===== config.mk =====
export PLATFORM = sky130hd
export DESIGN_NAME = rstc_reset_ctrl
export DESIGN_NICKNAME = d
export VERILOG_FILES = /design/src/rtl/rstc_pkg.sv /design/src/rtl/rstc_reset_ctrl.sv
export VERILOG_INCLUDE_DIRS = /design/src /design/src/rtl
export SDC_FILE = /design/constraint.sdc
export NUM_CORES = 1
export LEC_CHECK = 0
export BUFFER_PORTS_ARGS = -buffer_cell sky130_fd_sc_hd__buf_2
export CAP_MARGIN = 10
export CORE_UTILIZATION = 57
export CTS_BUF_LIST = sky130_fd_sc_hd__clkbuf_16
export DETAILED_ROUTE_END_ITERATION = 8
export GPL_ROUTABILITY_DRIVEN = 0
export GPL_TIMING_DRIVEN = 0
export PLACE_DENSITY = 0.89
export SYNTH_ARGS = -nofsm -noshare
export SYNTH_HDL_FRONTEND = slang
export SYNTH_SLANG_ARGS = --single-unit

===== constraint.sdc =====
create_clock -name clk_sys -period 4.7 [get_ports clk_sys]
set_clock_uncertainty 0.1 [all_clocks]
set_input_delay 0.47 -clock clk_sys [delete_from_list [all_inputs] [get_ports clk_sys]]
set_output_delay 0.47 -clock clk_sys [all_outputs]
set_load 0.005 [all_outputs]

===== src/rtl/rstc_consts.svh =====
/*
 Constants of the device reset controller: register indices, field positions,
 reset values and timing figures. Assumes inclusion by bare name only.
*/
`ifndef RSTC_CONSTS_SVH
`define RSTC_CONSTS_SVH

// Register indices; byte address is four times the index
`define RSTC_IDX_FLAGS 6'h00
`define RSTC_IDX_SWR 6'h01

// Cause flag field layout
`define RSTC_FLAG_W 6
`define RSTC_BIT_POR 0
`define RSTC_BIT_BOD 1
`define RSTC_BIT_PIN 2
`define RSTC_BIT_WDT 3
`define RSTC_BIT_SW 4
`define RSTC_BIT_DBG 5
`define RSTC_SWR_TRIG_BIT 0

// Reset values
`define RSTC_FLAGS_POR_VAL 6'h01
`define RSTC_RDATA_RST 32'h0000_0000

// Timing
`define RSTC_CLK_MHZ 125
`define RSTC_INIT_NS 800
`define RSTC_SUT_STEP_US 1000
`define RSTC_CRC_SCAN_US 2000
`define RSTC_CNT_W 24

`endif


===== src/rtl/rstc_pkg.sv =====
/*
 Types of the device reset controller.
 Assumes rstc_consts.svh supplies the field widths.
*/
`include "rstc_consts.svh"

package rstc_pkg;

   // Sequencer states, Gray coded along hold -> init -> run
   typedef enum logic [1:0] {
      RSTC_HOLD = 2'b00,
      RSTC_INIT = 2'b01,
      RSTC_RUN = 2'b11
   } rstc_state_t;

   // One bit per request source, laid out like the cause flags
   typedef struct packed {
      logic dbg;
      logic sw;
      logic wdt;
      logic pin;
      logic brownout_detection;
      logic por;
   } rstc_src_t;

   // Fuse fields that steer the controller
   typedef struct packed {
      logic pin_en;
      logic bod_en;
      logic [2:0] startup_time_fuse;
      logic crc_scan;
   } rstc_fuse_t;

endpackage


===== src/rtl/rstc_reset_ctrl.sv =====
/*
 Device reset controller: merges reset requests, sequences the internal
 reset, reloads fuse shadows and keeps sticky cause flags behind APB.
 Assumes rst_n is the power-on detector output, fuse bits are static
 values from fuse storage in the clk_sys domain, and ccp_unlocked is the
 open-window level from the CPU protection unit on clk_sys.
*/
// Notes on behaviour
// - Controller always on; of the sources other than power-on, only the pin is gated by an enable (pin_en).
// - Each reset after the first boot completes records its requesting sources in the cause flags.
// - After power-on reset only the power-on flag is set.
// - Flags are sticky until software writes a one to clear.
// - Every reset release reloads all fuse-backed registers.
// - Writing one to the trigger bit issues a full system reset.
// - Software reset starts right after the write, held until sequence ends.
// - Enabled pin held low requests reset until the pin goes high.
// - Watchdog time-out issues a watchdog reset.
// - Power-on detection is always enabled, on rise and on fall.
// - Unused brown-out detection is forced to its minimum level.
// - Power-on alone clears timer override and brown-out config; debug port on POR/BROWNOUT_DETECTION.
// - Reset held while any source is active, then timed initialization.
// - Boot CRC scan fuse lengthens the initialization.
// - Controller works in every active and sleep mode.
// - Protected write without unlock is ignored.
// - Cause flags at index zero, bits 0 to 5, bits above read zero.
// - Trigger is bit 0 at index one and always reads zero.
// - After power-on, no other flag sets until boot completes.
`timescale 1ns/1ps
`include "rstc_consts.svh"

module rstc_reset_ctrl #(
   parameter int SUT_STEP_CYC = `RSTC_SUT_STEP_US * `RSTC_CLK_MHZ,
   parameter int CRC_SCAN_CYC = `RSTC_CRC_SCAN_US * `RSTC_CLK_MHZ
) (
   input wire logic clk_sys,
   input wire logic rst_n,
   input wire logic bod_req,
   input wire logic pin_reset_n,
   input wire logic wdt_req,
   input wire logic dbg_req,
   input wire rstc_pkg::rstc_fuse_t fuse_in,
   input wire logic ccp_unlocked,
   input wire logic psel,
   input wire logic penable,
   input wire logic pwrite,
   input wire logic [7:0] paddr,
   input wire logic [31:0] pwdata,
   output logic [31:0] prdata,
   output logic pready,
   output logic pslverr,
   output logic sys_rst_n,
   output logic por_cfg_rst_n,
   output logic dbg_port_rst_n,
   output logic fuse_reload,
   output logic bod_force_min
);
   import rstc_pkg::*;

   localparam int INIT_CYC = (`RSTC_INIT_NS * `RSTC_CLK_MHZ + 999) / 1000;

   // Initialization length from start-up fuse and boot scan fuse
   function automatic logic [`RSTC_CNT_W-1:0] init_len(input logic [2:0] startup_time_fuse,
                                                        input logic crc);
      logic [`RSTC_CNT_W-1:0] len;
      len = `RSTC_CNT_W'(INIT_CYC) + `RSTC_CNT_W'(32'(startup_time_fuse) * SUT_STEP_CYC);
      if (crc) begin
         len = len + `RSTC_CNT_W'(CRC_SCAN_CYC);
      end
      return len;
   endfunction

   // Synchronisers for sources from other domains
   logic [3:0] sync1_r, sync2_r;
   always_ff @(posedge clk_sys or negedge rst_n) begin
      if (!rst_n) begin
         sync1_r <= 4'h0;
         sync2_r <= 4'h0;
      end else begin
         sync1_r <= {dbg_req, wdt_req, ~pin_reset_n, bod_req};
         sync2_r <= sync1_r;
      end
   end

   // Sequencer and flag state
   rstc_state_t state_r, state_nxt;
   logic [`RSTC_CNT_W-1:0] cnt_r, cnt_nxt;
   logic [`RSTC_FLAG_W-1:0] flags_r, flags_nxt;
   rstc_fuse_t fuse_r, fuse_nxt;
   logic sw_pend_r, sw_pend_nxt;
   logic boot_done_r, boot_done_nxt;
   logic sys_rst_n_r, sys_rst_n_nxt;
   logic por_cfg_rst_n_r, por_cfg_rst_n_nxt;
   logic dbg_rst_n_r, dbg_rst_n_nxt;
   logic reload_r, reload_nxt;
   logic bod_min_r, bod_min_nxt;
   logic [31:0] prdata_r, prdata_nxt;
   logic pready_r, pready_nxt;
   logic pslverr_r, pslverr_nxt;

   rstc_src_t act;
   logic any_req;
   logic apb_setup, apb_wr;
   logic [5:0] idx;
   logic hit_flags, hit_swr, sw_hit;
   logic [`RSTC_FLAG_W-1:0] clr_vec, set_vec;

   always_comb begin
      act = '0;
      act.brownout_detection = sync2_r[0];
      act.pin = sync2_r[1] & fuse_r.pin_en;
      act.wdt = sync2_r[2];
      act.dbg = sync2_r[3];
      act.sw = sw_pend_r;
      any_req = act.brownout_detection | act.pin | act.wdt | act.dbg | act.sw;
      idx = paddr[7:2];
      apb_setup = psel & ~penable;
      apb_wr = psel & penable & pwrite & pready_r;
      hit_flags = (paddr[1:0] == 2'h0) && (idx == `RSTC_IDX_FLAGS);
      hit_swr = (paddr[1:0] == 2'h0) && (idx == `RSTC_IDX_SWR);
      // Locked write leaves the trigger untouched
      sw_hit = apb_wr & hit_swr & pwdata[`RSTC_SWR_TRIG_BIT] & ccp_unlocked;
      clr_vec = (apb_wr & hit_flags) ? pwdata[`RSTC_FLAG_W-1:0] : '0;
      // Power-on flag only comes from the reset itself
      set_vec = boot_done_r ? (`RSTC_FLAG_W'(act) & ~`RSTC_FLAG_W'(1)) : '0;
   end

   always_comb begin
      state_nxt = state_r;
      cnt_nxt = cnt_r;
      fuse_nxt = fuse_r;
      reload_nxt = 1'b0;
      // No sleep gating anywhere: requests act in every mode
      unique case (state_r)
         RSTC_RUN: begin
            if (any_req) begin
               state_nxt = RSTC_HOLD;
            end
         end
         RSTC_HOLD: begin
            fuse_nxt = fuse_in;
            if (!any_req) begin
               state_nxt = RSTC_INIT;
               cnt_nxt = init_len(fuse_in.startup_time_fuse, fuse_in.crc_scan);
               reload_nxt = 1'b1;
            end
         end
         RSTC_INIT: begin
            if (any_req) begin
               state_nxt = RSTC_HOLD;
            end else if (cnt_r == '0) begin
               state_nxt = RSTC_RUN;
            end else begin
               cnt_nxt = cnt_r - `RSTC_CNT_W'(1);
            end
         end
         default: begin
            state_nxt = RSTC_HOLD;
         end
      endcase
      sw_pend_nxt = sw_hit | (sw_pend_r & (state_r != RSTC_HOLD));
      flags_nxt = (flags_r & ~clr_vec) | set_vec;
      boot_done_nxt = boot_done_r | (state_r == RSTC_RUN);
      bod_min_nxt = ~fuse_nxt.bod_en;
      sys_rst_n_nxt = (state_nxt == RSTC_RUN);
      // Released once; only the power-on reset pulls it back
      por_cfg_rst_n_nxt = por_cfg_rst_n_r | (state_nxt == RSTC_RUN);
      if (act.brownout_detection) begin
         dbg_rst_n_nxt = 1'b0;
      end else begin
         dbg_rst_n_nxt = dbg_rst_n_r | (state_nxt == RSTC_RUN);
      end
   end

   // Registers reach only power-on reset, so flags survive other resets
   always_ff @(posedge clk_sys or negedge rst_n) begin
      if (!rst_n) begin
         state_r <= RSTC_HOLD;
         cnt_r <= '0;
         flags_r <= `RSTC_FLAGS_POR_VAL;
         fuse_r <= '0;
         sw_pend_r <= 1'b0;
         boot_done_r <= 1'b0;
         sys_rst_n_r <= 1'b0;
         por_cfg_rst_n_r <= 1'b0;
         dbg_rst_n_r <= 1'b0;
         reload_r <= 1'b0;
         bod_min_r <= 1'b1;
      end else begin
         state_r <= state_nxt;
         cnt_r <= cnt_nxt;
         flags_r <= flags_nxt;
         fuse_r <= fuse_nxt;
         sw_pend_r <= sw_pend_nxt;
         boot_done_r <= boot_done_nxt;
         sys_rst_n_r <= sys_rst_n_nxt;
         por_cfg_rst_n_r <= por_cfg_rst_n_nxt;
         dbg_rst_n_r <= dbg_rst_n_nxt;
         reload_r <= reload_nxt;
         bod_min_r <= bod_min_nxt;
      end
   end

   // APB slave: one wait-free access cycle, read data staged in setup
   always_comb begin
      pready_nxt = apb_setup;
      pslverr_nxt = apb_setup & ~(hit_flags | hit_swr);
      prdata_nxt = prdata_r;
      if (apb_setup && !pwrite) begin
         prdata_nxt = '0;
         if (hit_flags) begin
            prdata_nxt = {26'h0, flags_r};
         end
         // Trigger is write-only, so its index reads zero
         if (hit_swr) begin
            prdata_nxt = '0;
         end
      end
   end

   always_ff @(posedge clk_sys or negedge rst_n) begin
      if (!rst_n) begin
         prdata_r <= `RSTC_RDATA_RST;
         pready_r <= 1'b0;
         pslverr_r <= 1'b0;
      end else begin
         prdata_r <= prdata_nxt;
         pready_r <= pready_nxt;
         pslverr_r <= pslverr_nxt;
      end
   end

   assign prdata = prdata_r;
   assign pready = pready_r;
   assign pslverr = pslverr_r;
   assign sys_rst_n = sys_rst_n_r;
   assign por_cfg_rst_n = por_cfg_rst_n_r;
   assign dbg_port_rst_n = dbg_rst_n_r;
   assign fuse_reload = reload_r;
   // Shadow follows the reloaded fuse, so it changes only through reset
   assign bod_force_min = bod_min_r;

   hold_on_req_a: assert property (@(posedge clk_sys) disable iff (!rst_n)
      any_req |=> !sys_rst_n_r)
      else $error("reset released while a source requests");

   release_init_a: assert property (@(posedge clk_sys) disable iff (!rst_n)
      (state_r == RSTC_INIT && cnt_r == '0 && !any_req) |=> sys_rst_n_r)
      else $error("reset not released after initialization");

   sw_reset_a: assert property (@(posedge clk_sys) disable iff (!rst_n)
      sw_hit |=> sw_pend_r ##1 (!sys_rst_n_r && state_r == RSTC_HOLD))
      else $error("software trigger did not enter reset in two cycles");

   locked_write_a: assert property (@(posedge clk_sys) disable iff (!rst_n)
      (apb_wr && hit_swr && !ccp_unlocked && !sw_pend_r) |=> !sw_pend_r)
      else $error("locked trigger write was not ignored");

   flag_sticky_a: assert property (@(posedge clk_sys) disable iff (!rst_n)
      1'b1 |=> ((($past(flags_r) & ~$past(clr_vec)) & ~flags_r) == '0))
      else $error("cause flag lost without a clear");

   flag_clear_a: assert property (@(posedge clk_sys) disable iff (!rst_n)
      (clr_vec[`RSTC_BIT_WDT] && !act.wdt) |=> !flags_r[`RSTC_BIT_WDT])
      else $error("watchdog flag not cleared by write of one");

   por_only_a: assert property (@(posedge clk_sys) disable iff (!rst_n)
      !boot_done_r |-> (flags_r[`RSTC_FLAG_W-1:1] == '0))
      else $error("cause flag set before first boot completed");

   multi_src_a: assert property (@(posedge clk_sys) disable iff (!rst_n)
      (boot_done_r && act.brownout_detection && act.wdt) |=> (flags_r[`RSTC_BIT_BOD] && flags_r[`RSTC_BIT_WDT]))
      else $error("simultaneous sources not all recorded");

   swr_zero_a: assert property (@(posedge clk_sys) disable iff (!rst_n)
      (apb_setup && !pwrite && hit_swr) |=> (prdata_r == '0 && pready_r))
      else $error("trigger register read back nonzero");

   init_len_a: assert property (@(posedge clk_sys) disable iff (!rst_n)
      (state_r == RSTC_HOLD && !any_req) |=>
         (cnt_r == init_len($past(fuse_in.startup_time_fuse), $past(fuse_in.crc_scan))))
      else $error("initialization length does not follow fuses");

   init_count_a: assert property (@(posedge clk_sys) disable iff (!rst_n)
      (state_r == RSTC_INIT && !any_req && cnt_r != '0) |=>
         (state_r == RSTC_INIT && cnt_r == $past(cnt_r) - `RSTC_CNT_W'(1)))
      else $error("initialization counter did not step down");

   init_abort_a: assert property (@(posedge clk_sys) disable iff (!rst_n)
      (state_r == RSTC_INIT && any_req) |=> (state_r == RSTC_HOLD))
      else $error("request during initialization did not return to hold");

   sys_hold_a: assert property (@(posedge clk_sys) disable iff (!rst_n)
      (state_r != RSTC_RUN) |-> !sys_rst_n_r)
      else $error("system reset released outside run");

   bod_min_a: assert property (@(posedge clk_sys) disable iff (!rst_n)
      bod_min_r == !fuse_r.bod_en)
      else $error("brown-out minimum level does not follow fuse shadow");

   hold_load_a: assert property (@(posedge clk_sys) disable iff (!rst_n)
      (state_r == RSTC_HOLD) |=> (fuse_r == $past(fuse_in)))
      else $error("fuse shadow not reloaded during hold");

   reload_pulse_a: assert property (@(posedge clk_sys) disable iff (!rst_n)
      reload_r |-> (state_r == RSTC_INIT && fuse_r == $past(fuse_in)) ##1 !reload_r)
      else $error("fuse reload pulse malformed");

   por_cfg_hold_a: assert property (@(posedge clk_sys) disable iff (!rst_n)
      (!boot_done_r && state_r != RSTC_RUN) |-> !por_cfg_rst_n_r)
      else $error("power-on config reset released before first boot");

   por_cfg_keep_a: assert property (@(posedge clk_sys) disable iff (!rst_n)
      boot_done_r |-> por_cfg_rst_n_r)
      else $error("power-on config reset asserted by a later reset");

   dbg_bod_a: assert property (@(posedge clk_sys) disable iff (!rst_n)
      act.brownout_detection |=> !dbg_rst_n_r)
      else $error("brown-out did not reset the debug port");

   dbg_run_a: assert property (@(posedge clk_sys) disable iff (!rst_n)
      (state_r == RSTC_RUN) |-> dbg_rst_n_r)
      else $error("debug port held in reset while running");

   pin_off_a: assert property (@(posedge clk_sys) disable iff (!rst_n)
      (state_r == RSTC_RUN && sync2_r == 4'h2 && !fuse_r.pin_en && !sw_pend_r) |=>
         sys_rst_n_r)
      else $error("disabled pin caused a reset");

   pin_hold_a: assert property (@(posedge clk_sys) disable iff (!rst_n)
      act.pin |=> (state_r == RSTC_HOLD && !sys_rst_n_r))
      else $error("low pin did not hold the device in reset");

   unmapped_a: assert property (@(posedge clk_sys) disable iff (!rst_n)
      (apb_setup && !pwrite && !hit_flags && !hit_swr) |=>
         (pready_r && pslverr_r && prdata_r == '0))
      else $error("unmapped read not refused");

   flags_read_a: assert property (@(posedge clk_sys) disable iff (!rst_n)
      (apb_setup && !pwrite && hit_flags) |=> (prdata_r == {26'h0, $past(flags_r)}))
      else $error("cause flag read data wrong");

   sw_flag_a: assert property (@(posedge clk_sys) disable iff (!rst_n)
      (boot_done_r && sw_pend_r) |=> flags_r[`RSTC_BIT_SW])
      else $error("software reset not recorded");

endmodule


Yosys cells after proc, flatten, opt, wreduce, memory -nomap -nowiden --
Cells that the tools add are included.
Word-level totals: bits in registers 87, bits in latches 0, bits in writable memories 0, bits in read-only memories 0, input port bits 56, logic and storage cells 86, memories kept 0
Cells by class: add/sub/neg operators 3, multipliers 1, divide/modulo/power cells 0, $lt $le $gt $ge 0, equal/unequal tests 7, shift-type cells 0, multiplexer cells 18, bitwise gates (word level) 27, reductions and logical operators 11
Operators with widths (count):
- $mux W24 | 3
- $pmux W24 S2 | 1
- $mux W32 | 1
- $logic_not A24 Y1 | 1
- $sub A24 B1 Y24 const B | 1
- $add A21 B18 Y22 const B | 1
- $mux W22 | 1
- $add A7 B20 Y21 const A | 1
- $mux W6 | 3
- $mul A3 B14 Y17 const B | 1
- $and A1 B1 Y1 | 11
- $or A1 B1 Y1 | 9
- $mux W2 | 4
- $and A6 B6 Y6 | 1
- $eq A6 B1 Y1 const B | 1
- $logic_not A6 Y1 | 1
- $ne A2 B2 Y1 const B | 3
- $not A6 Y6 | 1
- $or A6 B6 Y6 | 1
- $pmux W2 S3 | 1
- $mux W5 | 1
- $eq A2 B2 Y1 const B | 2
- $logic_not A2 Y1 | 2
- $not A1 Y1 | 4
- other kinds (6) | 11

Longest topological paths before layout --
depth in word-level cells 10, depth in mapped cells 10, gate-level depth less buffers 10

Worst setup path before layout --
Ideal clock, no wire load.
path type input port to flip-flop, start point in fuse_in[2] (netlist bit), end point reg cnt_r[16], arrival 2.867 ns, path slack 1.597 ns, stages 9, cell sequence clkbuf_1 -> inv_1 -> fa_1 -> inv_1 -> fa_1 -> or4_1 -> xnor2_1 -> o21ai_0 -> a21oi_1
Between the ends: longest elaborated chain between the ends 6
RTL lines:
- from (decl) | RTL line rstc_reset_ctrl.sv:41 | input wire rstc_pkg::rstc_fuse_t fuse_in,
- $mul A3 B14 Y17 (*) | RTL line rstc_reset_ctrl.sv:65 | len = `RSTC_CNT_W'(INIT_CYC) + `RSTC_CNT_W'(32'(startup_time_fuse) * SUT_STEP_CYC);
- $add A7 B20 Y21 (no line) (*)
- $add A21 B18 Y22 | RTL line rstc_reset_ctrl.sv:67 | len = len + `RSTC_CNT_W'(CRC_SCAN_CYC);
- $mux W22 (*) | RTL line rstc_reset_ctrl.sv:66 | if (crc) begin
- $mux W24 (*) | RTL line rstc_reset_ctrl.sv:141 | if (!any_req) begin
- $pmux W24 S2 (*) | RTL line rstc_reset_ctrl.sv:133 | unique case (state_r)
- to (signal assigned) | RTL line rstc_reset_ctrl.sv:190 | cnt_r <= cnt_nxt;
- to (decl) | RTL line rstc_reset_ctrl.sv:86 | logic [`RSTC_CNT_W-1:0] cnt_r, cnt_nxt;
Every way passes the cells marked *; elsewhere a longest branch is shown, timed or not. The select of a mux whose other input is x is not followed. A chain may end at the register's enable or synchronous reset.

Final worst setup path --
Same ends and word-level chain as after synthesis.

==> flow_summary.yaml <==
status:
  status: "finished with violations"
  violations: "negative hold slack"
synth:
  ys_ff_latch: 57
  syn_area_per_cell_sq_um: 9.487
  synth_fa_ha_area_share_pct: 7.963
  ys_types: 62
  synth_compound_area_share_pct: 21.12
  synth_edf_count: 0
  ys_seq_area_share_pct: 40.60
  synthArstFlopShare_pct: 100.0
  synth_mux_area_share_pct: 0.9243
  synth_area_sq_um: 3520
  yosys_warnings: 0
  yosys.area_share.simple_pct: 17.42
  synth_ff_type: "dfrtp_1"
  synth_xor_area_share_pct: 2.488
  netlist_instances: 371
  synth_top_family_by_area: "compound AO/OA/AOI/OAI gates"
drt:
  wl_per_cell_microns: 16.80
  drt-initial-drc-count: 319
  vias: 3179
  ant_nets: 0
  drt-total-wl_microns: 8888
  drt-pass1-iter-count: 5
  route.detailed.drc: 0
  viasPerCell: 6.009
timing:
  period_share_pct: 70.91
  slew-limit-headroom_pct: 31.86
  timing.hold.ws_ns: -0.01071
  setup_slack_ns: 1.367
  max_freq_mhz: 300.0
  tns_ns: 0
  drv_slew: 0
  finalHoldViolCount: 18
  rsz0062_at_grt: "no"
  finalSetupViolCount: 0
  worst_slew_pin_slew_ns: 1.013
  final.min_clock_period_ns: 3.333
power:
  totalPowerFinal_mw: 1.650
  p_leak_nw: 2.034
  powerDensity_nw_per_um2: 385.2
  clkPwrFrac_pct: 46.3
  ir_worst_vdd_mv: 0.2427
  p_int_mw: 1.183
  combPwrFrac_pct: 17.2
  swShare_pct: 28.28
  p_switching_uw: 466.5
  p_seq_share_pct: 36.4
setup_path:
  worstSetupStartpoint: "fuse_in[2]"
  end_kind: "flop"
  cp-start-kind: "input port"
  r2r_end: "cnt_r[16]$_DFFE_PN0P_"
  cp.required_ns: 4.77
  crit_chain: "buf_2 > clkbuf_1 > inv_1 > fa_1 > inv_1 > fa_1 > or4_1 > xnor2_1 > o21ai_0 > a21oi_1"
  crit_slowest_cell: "fa_1"
  worstPathArrival_ns: 3.41
  rr_startpoint: "cnt_r[16]$_DFFE_PN0P_"
  path_class: "input port to flop"
  crit_end: "cnt_r[16]$_DFFE_PN0P_"
  slowest_delay_ns: 0.58
  worst_r2r_path_depth: 6
  path_max_fanout: 9
  rrSetupSlack_ns: 1.79
clocking:
  post_cts_resized: 0
  root_buffer: "clkbuf_16"
  cts_buffers: 9
  clock-sinks: 57
  h-tree-depth: 3
  hold_buffers: 0
  insertion_delay_ns: 0.32
  postCtsSetupBuffers: 0
  clock_path_buffers: 2
  cts_tree: "done"
  clkTransAtPathRegs_ns: 0.05
floorplan:
  die_height_microns: 80.58
  die_x_microns: 80.58
  die_area_sq_um: 6493
  io_pins: 95
  std_cell_rows: 28
  core_sq_um: 5956
  start_util_pct: 59.10
global_route:
  first_global_vias: 2958
  grt_pass1_wl_microns: 14140
  antenna_found_initial: 0
  overflow: 0
  track_usage_pct: 28.98
  grt_max_degree: 58
layout:
  final_util_pct: 71.91
  final-seq-area_sq_um: 1429
  fillers: 419
  drive_gt1_share_pct: 22.03
  nNetsFinal: 525
  post_layout_nonfiller_instances: 529
  syn2layout_area_growth_pct: 21.69
  final_cell_area_sq_um: 4283
  insertedDiodeCount: 0
  multi_input_area_sq_um: 1854
place:
  place_inst: 512
  hpwl_microns: 5955
  port_buffers: 41
  dp_slack_ns: 1.078
  place_area_sq_um: 3913
flow_run:
  cap_violations: 0
hold_path:
  hp-class: "input port to asynchronous set/reset pin"
## worst max-delay path: cells and delay by family
kind	cells	cell delay (ns)
adder cells (fa/ha/maj)	2	1.14
AND/OR/NAND/NOR	1	0.54
buffers and inverters	4	0.83
XOR/XNOR	1	0.14
AO/OA/AOI/OAI	2	0.28
## synthesized netlist by cell type (all sizes together) (4+ instances only)
| cell | count | area (sq um) |
|---|---|---|
| a21oi | 28 | 140.1 |
| a22o | 11 | 96.34 |
| a22oi | 4 | 30.03 |
| buf | 30 | 229.0 |
| clkbuf | 11 | 41.29 |
| dfrtp | 55 | 1376 |
| fa | 4 | 80.08 |
| ha | 16 | 200.2 |
| inv | 16 | 60.06 |
| nand2 | 20 | 75.07 |
| nand3 | 9 | 45.04 |
| nand4 | 5 | 31.28 |
| nor2 | 20 | 75.07 |
| nor2b | 4 | 25.02 |
| nor3 | 15 | 75.07 |
| nor4 | 12 | 96.34 |
| o211ai | 4 | 35.03 |
| o21ai | 31 | 155.1 |
| o22a | 4 | 35.03 |
| or4 | 6 | 48.80 |
| xor2 | 7 | 61.31 |
## area by class of cell
class                           count  share of cell area [%]
Timing Repair Buffer               42                   5.259
Sequential cell                    57                   33.36
Buffer                             41                   6.310
Clock inverter                      7                   2.921
Clock buffer                        9                   5.259
Multi-Input combinational cell    282                   43.30
Inverter                           16                   1.402
Tap cell                           75                   2.191
## power by group through the flow
stage               sequential (mW)  clock, mW  combinational [mW]
global placement              0.599          0               0.260
floorplan                     0.588          0               0.202
CTS                           0.596      0.766               0.277
detailed placement            0.603          0               0.270
finish                        0.601      0.764               0.284
global route                  0.605      0.797               0.314
## worst min path at each step
stage / slack (ns) / end / depth (start not counted)
2_1_floorplan: 0.07 / boot_done_r$_DFF_PN0_ / 0
3_3_place_gp: 0.24 / sync2_r[1]$_DFF_PN0_ / 0
3_5_place_dp: 0.24 / sync2_r[0]$_DFF_PN0_ / 0
4_1_cts: 0.15 / sync1_r[3]$_DFF_PN0_ / 1
5_1_grt: 0.01 / flags_r[1]$_DFF_PN0_ / 1
6_report: -0.01 / dbg_port_rst_n$_DFF_PN0_ / 1
## kinds of logic (layout without fill, tap and decap cells)
family,count (synthesis),count (layout)
buffers and inverters,57,115
adder cells (fa/ha/maj),20,20
AND/OR/NAND/NOR,111,111
AO/OA/AOI/OAI,112,112
other,1,26
XOR/XNOR,10,10
multiplexers,3,3
flip-flops,57,57
## placed cells by master, fill, tap and decap left out, types with 5 or more instances in the layout
cell type | synthesis | routed
a21oi_1 | 28 | 28
a22o_1 | 11 | 11
buf_2 | 0 | 41
buf_4 | 29 | 29
clkbuf_1 | 11 | 11
clkbuf_16 | 0 | 9
conb_1 | 1 | 26
dfrtp_1 | 55 | 55
ha_1 | 16 | 16
inv_1 | 16 | 16
nand2_1 | 20 | 20
nand3_1 | 9 | 9
nand4_1 | 5 | 5
nor2_1 | 20 | 20
nor3_1 | 15 | 15
nor4_1 | 10 | 10
o21ai_0 | 20 | 20
o21ai_1 | 11 | 11
or4_1 | 5 | 5
xor2_1 | 7 | 7
## per-layer routing
layer	global-route usage (%)	vias up	share of wire [%]
met5	0	-	0
met4	14.29	0	2.8
met3	5.682	39	7.6
met2	46.69	186	48
met1	36.94	1489	41
li1	-	1465	-
## registers in the layout, indices dropped and copies added, names as in the netlist
| register | cells |
|---|---|
| prdata | 6 |
| sw_pend_r | 1 |
| fuse_r | 2 |
| state_r | 2 |
| cnt_r | 24 |
| sync2_r | 4 |
| sync1_r | 4 |
| dbg_port_rst_n | 1 |
| pslverr | 1 |
| flags_r | 6 |
| por_cfg_rst_n | 1 |
| pready | 1 |
| fuse_reload | 1 |
| bod_force_min | 1 |
| sys_rst_n | 1 |
| boot_done_r | 1 |
Note: power is estimated with default switching activity, not from simulation.
